`src/rifc_pkg.sv`:
```
`default_nettype none
// ----------------------------------------------------------------------
// shared constants of the format and interrupt control block
// ----------------------------------------------------------------------
package rifc_pkg;
    // register word indices; one 32-bit word per register
    localparam logic [7:0] RIFC_IDX_FMT = 8'h0B;
    localparam logic [7:0] RIFC_IDX_FLAGS = 8'h0C;
    // sticky status and mask sit past the clock's own control registers
    localparam logic [7:0] RIFC_IDX_IRQ_STS = 8'h0E;
    localparam logic [7:0] RIFC_IDX_IRQ_MASK = 8'h0F;
    // byte address on the host bus is four times the index
    localparam logic [7:0] RIFC_ADDR_FMT = {RIFC_IDX_FMT[5:0], 2'h0};
    localparam logic [7:0] RIFC_ADDR_FLAGS = {RIFC_IDX_FLAGS[5:0], 2'h0};
    localparam logic [7:0] RIFC_ADDR_IRQ_STS = {RIFC_IDX_IRQ_STS[5:0], 2'h0};
    localparam logic [7:0] RIFC_ADDR_IRQ_MASK = {RIFC_IDX_IRQ_MASK[5:0], 2'h0};
    // control register field positions
    localparam int RIFC_HOUR_BIT = 1;
    localparam int RIFC_DATA_BIT = 2;
    localparam int RIFC_ZERO_BIT = 3;
    localparam int RIFC_UPD_EN_BIT = 4;
    localparam int RIFC_ALM_EN_BIT = 5;
    localparam int RIFC_PER_EN_BIT = 6;
    // flag register field positions
    localparam int RIFC_UPD_FLAG_BIT = 4;
    localparam int RIFC_ALM_FLAG_BIT = 5;
    localparam int RIFC_PER_FLAG_BIT = 6;
    localparam int RIFC_REQ_FLAG_BIT = 7;
    // event index inside the three-bit event vectors
    localparam int RIFC_EV_UPD = 0;
    localparam int RIFC_EV_ALM = 1;
    localparam int RIFC_EV_PER = 2;
    localparam int RIFC_NUM_EV = 3;
    // values after reset
    localparam logic RIFC_FMT_BIT_RST = 1'b0;
    localparam logic [2:0] RIFC_EN_RST = 3'h0;
    localparam logic [2:0] RIFC_MASK_RST = 3'h0;
    localparam logic RIFC_TAP_RST = 1'b0;
    localparam logic [31:0] RIFC_RDATA_RST = 32'h0000_0000;
    // bus encodings
    localparam logic [2:0] RIFC_HSIZE_WORD = 3'h2;
    localparam logic RIFC_HRESP_OKAY = 1'b0;
endpackage : rifc_pkg
`default_nettype wire

```
`src/rifc_flag.sv`:
```
`default_nettype none
// ----------------------------------------------------------------------
// one sticky event flag, set wins over clear
// ----------------------------------------------------------------------
module rifc_flag (
    input wire logic clk,
    input wire logic rst_n,
    input wire logic set,
    input wire logic clr,
    output logic q
);
    // an event in the clearing cycle must survive, so set is tested first
    always_ff @(posedge clk or negedge rst_n) begin
        if (!rst_n) begin
            q <= 1'b0;
        end else if (set) begin
            q <= 1'b1;
        end else if (clr) begin
            q <= 1'b0;
        end
    end
endmodule : rifc_flag
`default_nettype wire

```
`src/rifc_top.sv`:
```
`default_nettype none
// Contract
// hour format bit: 1 is 24h, 0 12h
// data mode bit: 1 binary, 0 BCD
// control bit 3 always reads zero
// update enable raises update interrupt; reset clears
// alarm enable raises interrupt on matching update
// periodic enable raises interrupt at tap rate
// update flag set on update, read clears
// alarm flag set on match, read clears
// periodic flag set on tap transition
// request flag when any enabled pair set
// request flag mirrors low interrupt pin
// pin low on event, released by read
// software rereads status until no request
// status low nibble zero, writes ignored
module rifc_top
    import rifc_pkg::*;
(
    input wire logic clk,
    input wire logic rst_n,
    input wire logic pwr_on_rst_n,
    // ahb-lite slave
    input wire logic hsel,
    input wire logic [31:0] haddr,
    input wire logic [1:0] htrans,
    input wire logic hwrite,
    input wire logic [2:0] hsize,
    input wire logic hready,
    input wire logic [31:0] hwdata,
    output logic hreadyout,
    output logic hresp,
    output logic [31:0] hrdata,
    // events from the rest of the clock
    input wire logic time_update,
    input wire logic alarm_match,
    input wire logic periodic_tap,
    // format selections seen by the time keeping logic
    output logic hour_format_select,
    output logic binary_data_mode,
    // interrupt outputs
    output logic rtc_irq_n,
    output logic irq
);

    // ------------------------------------------------------------------
    // helper functions
    // ------------------------------------------------------------------

    // full address compare; upper bits must be zero, no aliasing
    function automatic logic reg_hit(input logic [31:0] a,
                                     input logic [7:0] off);
        reg_hit = (a == {24'h00_0000, off});
    endfunction

    // ------------------------------------------------------------------
    // declarations
    // ------------------------------------------------------------------

    logic take; // address phase accepted this edge
    logic rd_take; // accepted read
    logic wr_take; // accepted write
    logic wr_pend; // write data phase in progress
    logic [31:0] wr_addr; // address held for the write data phase
    logic [2:0] int_en; // update, alarm, periodic enables
    logic [2:0] ev; // raw events this cycle
    logic [2:0] flag; // clear-on-read event flags
    logic [2:0] sts; // write-one-to-clear sticky status
    logic [2:0] mask; // interrupt mask
    logic [2:0] sts_clr; // write-one-to-clear strobes
    logic flags_rd; // read of the flag register taken
    logic tap_q; // previous level of the divider tap
    logic irq_request_flag; // any enabled event pending
    logic update_end_int_enable;
    logic alarm_int_enable;
    logic periodic_int_enable;
    logic update_end_flag;
    logic alarm_flag;
    logic periodic_flag;
    logic [7:0] fmt_view; // control register as software reads it
    logic [7:0] flag_view; // flag register as software reads it
    logic [31:0] next_rdata; // read mux output

    // ------------------------------------------------------------------
    // bus handshake
    // ------------------------------------------------------------------

    // zero wait state slave, every answer is okay
    assign hreadyout = 1'b1;
    assign hresp = RIFC_HRESP_OKAY;

    // only whole word transfers are acted on; others finish silently
    assign take = hsel && htrans[1] && hready && (hsize == RIFC_HSIZE_WORD);
    assign rd_take = take && !hwrite;
    assign wr_take = take && hwrite;

    // write address is held until the data phase brings hwdata
    always_ff @(posedge clk or negedge rst_n) begin
        if (!rst_n) begin
            wr_pend <= 1'b0;
            wr_addr <= 32'h0000_0000;
        end else begin
            wr_pend <= wr_take;
            if (wr_take) begin
                wr_addr <= haddr;
            end
        end
    end

    // ------------------------------------------------------------------
    // format bits
    // ------------------------------------------------------------------

    // bus reset leaves the formats alone; only power-on clears them
    always_ff @(posedge clk or negedge pwr_on_rst_n) begin
        if (!pwr_on_rst_n) begin
            hour_format_select <= RIFC_FMT_BIT_RST;
            binary_data_mode <= RIFC_FMT_BIT_RST;
        end else if (wr_pend && reg_hit(wr_addr, RIFC_ADDR_FMT)) begin
            hour_format_select <= hwdata[RIFC_HOUR_BIT];
            binary_data_mode <= hwdata[RIFC_DATA_BIT];
        end
    end

    // ------------------------------------------------------------------
    // interrupt enables
    // ------------------------------------------------------------------

    // enables are cleared by the bus reset
    always_ff @(posedge clk or negedge rst_n) begin
        if (!rst_n) begin
            int_en <= RIFC_EN_RST;
        end else if (wr_pend && reg_hit(wr_addr, RIFC_ADDR_FMT)) begin
            int_en[RIFC_EV_UPD] <= hwdata[RIFC_UPD_EN_BIT];
            int_en[RIFC_EV_ALM] <= hwdata[RIFC_ALM_EN_BIT];
            int_en[RIFC_EV_PER] <= hwdata[RIFC_PER_EN_BIT];
        end
    end

    assign update_end_int_enable = int_en[RIFC_EV_UPD];
    assign alarm_int_enable = int_en[RIFC_EV_ALM];
    assign periodic_int_enable = int_en[RIFC_EV_PER];

    // ------------------------------------------------------------------
    // event detection
    // ------------------------------------------------------------------

    // tap level from the divider, same clock, so no synchroniser
    always_ff @(posedge clk or negedge rst_n) begin
        if (!rst_n) begin
            tap_q <= RIFC_TAP_RST;
        end else begin
            tap_q <= periodic_tap;
        end
    end

    // alarm compare is only meaningful right after an update
    assign ev[RIFC_EV_UPD] = time_update;
    assign ev[RIFC_EV_ALM] = time_update && alarm_match;
    // rising edge only: one flag per full tap period
    assign ev[RIFC_EV_PER] = periodic_tap && !tap_q;

    // ------------------------------------------------------------------
    // flags and sticky status
    // ------------------------------------------------------------------

    // clear at the accepting edge, so hrdata holds the pre-clear view
    assign flags_rd = rd_take && reg_hit(haddr, RIFC_ADDR_FLAGS);

    // write-one-to-clear strobes of the sticky status register
    assign sts_clr = (wr_pend && reg_hit(wr_addr, RIFC_ADDR_IRQ_STS)) ?
                     hwdata[2:0] : 3'h0;

    // a second event of the same kind before the read merges here
    generate
        for (genvar i = 0; i < RIFC_NUM_EV; i++) begin : g_flag
            // flags are set regardless of enables
            rifc_flag u_flag (
                .clk(clk),
                .rst_n(rst_n),
                .set(ev[i]),
                .clr(flags_rd),
                .q(flag[i])
            );
            // sticky copy for the system interrupt line
            rifc_flag u_sts (
                .clk(clk),
                .rst_n(rst_n),
                .set(ev[i]),
                .clr(sts_clr[i]),
                .q(sts[i])
            );
        end
    endgenerate

    assign update_end_flag = flag[RIFC_EV_UPD];
    assign alarm_flag = flag[RIFC_EV_ALM];
    assign periodic_flag = flag[RIFC_EV_PER];

    // ------------------------------------------------------------------
    // interrupt request and outputs
    // ------------------------------------------------------------------

    // any single enabled pair is enough to request
    assign irq_request_flag = |(int_en & flag);
    // pin is the inverse of the request flag at all times
    assign rtc_irq_n = !irq_request_flag;

    // interrupt mask, cleared by reset
    always_ff @(posedge clk or negedge rst_n) begin
        if (!rst_n) begin
            mask <= RIFC_MASK_RST;
        end else if (wr_pend && reg_hit(wr_addr, RIFC_ADDR_IRQ_MASK)) begin
            mask <= hwdata[2:0];
        end
    end

    // level output while an unmasked sticky bit is set
    assign irq = |(sts & mask);

    // ------------------------------------------------------------------
    // read path
    // ------------------------------------------------------------------

    // set mode and daylight bits are outside this block and read zero
    always_comb begin
        fmt_view = 8'h00;
        fmt_view[RIFC_HOUR_BIT] = hour_format_select;
        fmt_view[RIFC_DATA_BIT] = binary_data_mode;
        fmt_view[RIFC_ZERO_BIT] = 1'b0;
        fmt_view[RIFC_UPD_EN_BIT] = update_end_int_enable;
        fmt_view[RIFC_ALM_EN_BIT] = alarm_int_enable;
        fmt_view[RIFC_PER_EN_BIT] = periodic_int_enable;
    end

    // low nibble of the flag view is constant zero
    always_comb begin
        flag_view = 8'h00;
        flag_view[RIFC_UPD_FLAG_BIT] = update_end_flag;
        flag_view[RIFC_ALM_FLAG_BIT] = alarm_flag;
        flag_view[RIFC_PER_FLAG_BIT] = periodic_flag;
        flag_view[RIFC_REQ_FLAG_BIT] = irq_request_flag;
    end

    // read mux; unmapped addresses read as zero
    always_comb begin
        next_rdata = 32'h0000_0000;
        if (reg_hit(haddr, RIFC_ADDR_FMT)) begin
            next_rdata = {24'h00_0000, fmt_view};
        end else if (reg_hit(haddr, RIFC_ADDR_FLAGS)) begin
            next_rdata = {24'h00_0000, flag_view};
        end else if (reg_hit(haddr, RIFC_ADDR_IRQ_STS)) begin
            next_rdata = {29'h000_0000, sts};
        end else if (reg_hit(haddr, RIFC_ADDR_IRQ_MASK)) begin
            next_rdata = {29'h000_0000, mask};
        end
    end

    // read data registered at the address edge, valid in the data phase
    always_ff @(posedge clk or negedge rst_n) begin
        if (!rst_n) begin
            hrdata <= RIFC_RDATA_RST;
        end else if (rd_take) begin
            hrdata <= next_rdata;
        end
    end
endmodule : rifc_top
`default_nettype wire

```
`config.mk`:
```
export PLATFORM = sky130hd
export DESIGN_NAME = rifc_top
export DESIGN_NICKNAME = d
export VERILOG_FILES = /design/src/rifc_pkg.sv /design/src/rifc_flag.sv /design/src/rifc_top.sv
export SDC_FILE = /design/constraint.sdc
export NUM_CORES = 1
export LEC_CHECK = 0
export BUFFER_PORTS_ARGS = -buffer_cell sky130_fd_sc_hd__buf_2
export CORE_ASPECT_RATIO = 0.75
export CORE_MARGIN = 8
export CORE_UTILIZATION = 48
export CTS_CLUSTER_DIAMETER = 150
export DETAILED_ROUTE_END_ITERATION = 12
export PLACE_DENSITY = 0.77
export REMOVE_ABC_BUFFERS = 1
export SYNTH_ARGS = -nofsm -noshare
export SYNTH_HDL_FRONTEND = slang
export SYNTH_SLANG_ARGS = --single-unit
```
`constraint.sdc`:
```
create_clock -name clk -period 2.1 [get_ports clk]
set_input_delay 0.42 -clock clk [delete_from_list [all_inputs] [get_ports clk]]
set_output_delay 0.42 -clock clk [all_outputs]
set_load 0.005 [all_outputs]
```
== Word-level counts from Yosys, hierarchy flattened ==
Cells that the tools add are included.
Storage, ports and cells
  output and inout bits: 38
  register bits after elaboration: 80
Cells by class
  muxes and demuxes: 15
  eq/ne operators: 8
  reductions and logical operators: 22
  bitwise logic cells: 2
Operators by type and width (count)
  32-bit by 6-bit equality test with 1-bit output (second input constant): 7
  8-bit two-way mux: 2
  2-bit nonzero test: 6
  1-bit logical AND: 11
  1-bit two-way mux: 10
  3-bit two-way mux: 3
  3-bit AND: 2
  3-bit OR reduction: 2
  3-bit by 2-bit equality test with 1-bit output (second input constant): 1
  1-bit logical NOT: 3

== Logic depth before layout (Yosys ltp) ==
  depth after elaboration: 7
  gate-level depth with buffers: 5

== By module ==
From an unflattened synthesis, not the netlist that was laid out.
Unflattened totals
  cells, all modules: 210
  area total of the unflattened synthesis: 2625.0 um^2
By module, submodules not included
  rifc_top: instances 1, area an instance 2407.3 um^2, cells an instance 192
  rifc_flag: instances 6, area an instance 36.3 um^2, cells an instance 3

== Worst setup path before layout ==
OpenSTA, ideal clock, no wires.
  path kind: reg2reg
  start: register wr_addr[7]
  end: register binary_data_mode
  setup time: 125 ps
  setup slack: 350 ps
  stages on the path, launching flop included: 5
  clock period less this slack: 1750 ps
  data arrival time: 1625 ps
  buffers on the path: 0
  required time: 1975 ps
  cell sequence: dfrtp_1 nor4b_4 nand4_4 nor4_4 mux2_4
On the way
  word-level cells in the longest chain between the ends: 2
RTL lines
  start, declared: RTL line rifc_top.sv:64  | logic [31:0] wr_addr;
  start signal, assigned: RTL line rifc_top.sv:105  | wr_addr <= haddr;
  32-bit by 6-bit equality test with 1-bit output: RTL line rifc_top.sv:53  | reg_hit = (a == {24'h00_0000, off});
  1-bit logical AND: RTL line rifc_top.sv:119  | end else if (wr_pend && reg_hit(wr_addr, RIFC_ADDR_FMT)) begin
  end signal, assigned: RTL line rifc_top.sv:121  | binary_data_mode <= hwdata[RIFC_DATA_BIT];
  end, declared: RTL line rifc_top.sv:40  | output logic binary_data_mode,
No other way between the ends.
A chain may end at the register's enable or synchronous reset.

== Worst setup path in the final report ==
  start: register wr_addr[16]
  end: register mask[2]
On the way
  word-level cells in the longest chain between the ends: 2
RTL lines
  32-bit by 6-bit equality test with 1-bit output: RTL line rifc_top.sv:53
  1-bit logical AND: RTL line rifc_top.sv:213  | end else if (wr_pend && reg_hit(wr_addr, RIFC_ADDR_IRQ_MASK)) begin
  end signal, assigned: RTL line rifc_top.sv:214  | mask <= hwdata[2:0];
  end, declared: RTL line rifc_top.sv:69  | logic [2:0] mask;
No other way between the ends.

==> impl_metrics.tcl <==
set metrics [dict create \
    critPathRequiredTime_ns 2.29 \
    worstHoldPathType "in -> async" \
    clockRootBuffer "clkbuf_8" \
    routabilityCongestion 0.786 \
    area_growth_pct 15.2 \
    path_delay_family "simple AND/OR/NAND/NOR gates" \
    grt_pass1_wl_um 9140 \
    layout_commonest_cell "buf_2" \
    slew_violations 0 \
    drv_cap 0 \
    worst_ir_drop_vdd_v 0.000257 \
    finalHoldViolations 0 \
    intPower_mw 1.58 \
    grt_usage_pct 13.9 \
    cts_buffers 5 \
    reg2reg_depth 4 \
    port_buffers 61 \
    start_util_pct 50.5 \
    route.detailed.drc 0 \
    wl_um 5830 \
    ys_types 34 \
    grt_overflow 0 \
    max_stage_delay_ns 0.39 \
    htree_num_levels 2 \
    drt_iter0_drc 93 \
    switching_power_mw 0.529 \
    die_w_um 103 \
    antennaDiodeCount 0 \
    cp_slowest_cell "dfrtp_1" \
    nFillCells 480 \
    grt_pass1_vias 1872 \
    critPathMaxFanout 5 \
    yosysWarnings 0 \
    ys_seq_area_share_pct 50.4 \
    drt_first_pass_iters 5 \
    cts_setup_buffers 0 \
    syn_inst 222 \
    critPathKind "reg -> reg" \
    synth_seq_cells 55 \
    setup_violations 0 \
    max_clock_freq_mhz 508 \
    layout-drive-gt1-share_pct 42.2 \
    num_vias 1849 \
    synth_area_um2 2730 \
    slew_headroom_pct 55.5 \
    ios 116 \
    final_cell_mix "buf_2, dfrtp_1, mux2_2" \
    crit_buf_inv 0 \
    crit_chain "nor4_1 > nand4_1 > nor4_2 > mux2_2" \
    placed_area_um2 3030 \
    regToRegSetupSlack_ns 0.13 \
    cts_resized 0 \
    clk_latency_ns 0.31 \
    cts_tree "yes" \
    worstReg2RegEnd "mask[2]" \
    worst_pin_slew_ns 0.667 \
    grt_max_degree 54 \
    finalInstanceArea_um2 3150 \
    min_period_ns 1.97 \
    outcome "finished clean" \
    whs_ns 0.222 \
    power.density_nw_per_um2 670 \
    via_per_inst 5.11 \
    dp_hpwl_um 4550 \
    dieArea_um2 8390 \
    cp-end-kind "flop" \
    cts_num_sinks 55 \
    period_share_pct 93.7 \
    clkPwrFrac_pct 30.2 \
    rsz0062_at_grt "yes" \
    comb_power_share_pct 12.6 \
    rr_startpoint "wr_addr[16]" \
    clk_pin_slew_ns 0.10 \
    antenna_found_initial 0 \
    seq_power_share_pct 57.2 \
    dpl.cell_count 353 \
    arrival_ns 2.16 \
    setup-tns-final_ns 0 \
    clockBufferDepth 2 \
    leakagePower_nw 1.53 \
    place_ws_ns 0.141 \
    core_um2 5410 \
    postRouteAntennaNets 0 \
    fin_cells 362 \
    skew_ns 0.00951 \
    p_sw_share_pct 25.1 \
    die_h_um 81.3 \
    syn_avg_cell_area_um2 12.3 \
    setup_ws_ns 0.133 \
    final_nets 364 \
    critPathLaunchType "flop" \
    rows 23 \
    wl_per_cell_um 16.1 \
]
how the worst max path moves through the flow:
stage	start	to	slack, ns	cells past startpoint
after detailed placement	wr_addr[16]	mask[2]	0.14	4
after CTS	wr_addr[16]	mask[2]	0.13	4
after global placement	haddr[23]	hrdata[0]	0.20	5
final	wr_addr[16]	mask[2]	0.13	4
after floorplan	hsize[0]	wr_addr[0]	-0.03	3
after global routing	wr_addr[19]	mask[1]	-0.02	4
power by group through the flow:
| stage | clock network, mW | registers, mW | logic [mW] |
|---|---|---|---|
| global route | 0.704 | 1.22 | 0.295 |
| floorplan | 0 | 1.21 | 0.157 |
| global placement | 0 | 1.22 | 0.257 |
| detailed placement | 0 | 1.23 | 0.266 |
| finish | 0.637 | 1.20 | 0.266 |
| CTS | 0.658 | 1.20 | 0.268 |
flip-flops by register name, summed over array words and instances, names as in the netlist:
name	cells
g_flag.u_sts.q	3
wr_pend	1
mask	3
tap_q	1
binary_data_mode	1
g_flag.u_flag.q	3
int_en	3
hrdata	7
wr_addr	32
hour_format_select	1
synthesized netlist by cell type, drive strengths merged:
master   n  area (um^2)
nand4    4         40.0
nand2   18         67.6
nand2b   3         18.8
a222oi   2         20.0
a22o     2         17.5
and3     1         6.26
a22oi    3         22.5
nor2     4         15.0
nor2b    3         18.8
a31oi    1         6.26
buf     29          213
nor4b    5         88.8
nor3     4         20.0
conb     2         7.51
a41oi    2         17.5
or3      1         6.26
o41ai    2         17.5
clkbuf   4         15.0
and2     1         6.26
nand3    4         20.0
mux2    42          492
inv      6         22.5
o31ai    8         60.1
dfrtp   55         1380
o21ai    1         5.00
a21oi    1         5.00
and4b    1         10.0
nor4    13          118
worst register-to-register path, delay by kind of cell (launching register included):
kind             cells  cell delay (ns)
multiplexers         1             0.39
flip-flops           1             0.39
AND/OR/NAND/NOR      3             1.08
area by class of cell:
type / instances / area [um^2] / area share (%)
clock buffer: 7 / 96.3 / 3.06
timing repair buffer: 65 / 350 / 11.1
clock inverter: 1 / 7.51 / 0.239
inverter: 6 / 22.5 / 0.716
multi-input combinational: 153 / 1200 / 38.1
tap: 75 / 93.8 / 2.98
sequential: 55 / 1380 / 43.7
routing by layer:
metal | up-vias | share of wire, % | track usage (%)
met5 | - | 0 | 0
met4 | 0 | 1.5 | 5.04
met3 | 9 | 9.2 | 4.36
met2 | 59 | 45 | 21.3
met1 | 899 | 44 | 18.3
li1 | 882 | - | -
kinds of logic after synthesis:
group / Yosys count / synth area share, %
AND/OR/NAND/NOR: 62 / 15.9
buffers and inverters: 39 / 9.16
AO/OA/AOI/OAI: 22 / 6.27
multiplexers: 42 / 18.0
flip-flops: 55 / 50.4
other: 2 / 0.275
per-stage QoR:
step	util, %	total power, mW
2_1_floorplan	-	1.37
3_3_place_gp	56.1	1.48
3_5_place_dp	56.1	1.49
4_1_cts	58.2	2.13
5_1_grt	58.2	2.22
6_report	58.2	2.11
what timing repair did:
action	in CTS	in global routing
hold buffers	1	0
setup endpoints to repair	0	3
hold endpoints to repair	2	0
(Power assumes the default switching activity.)
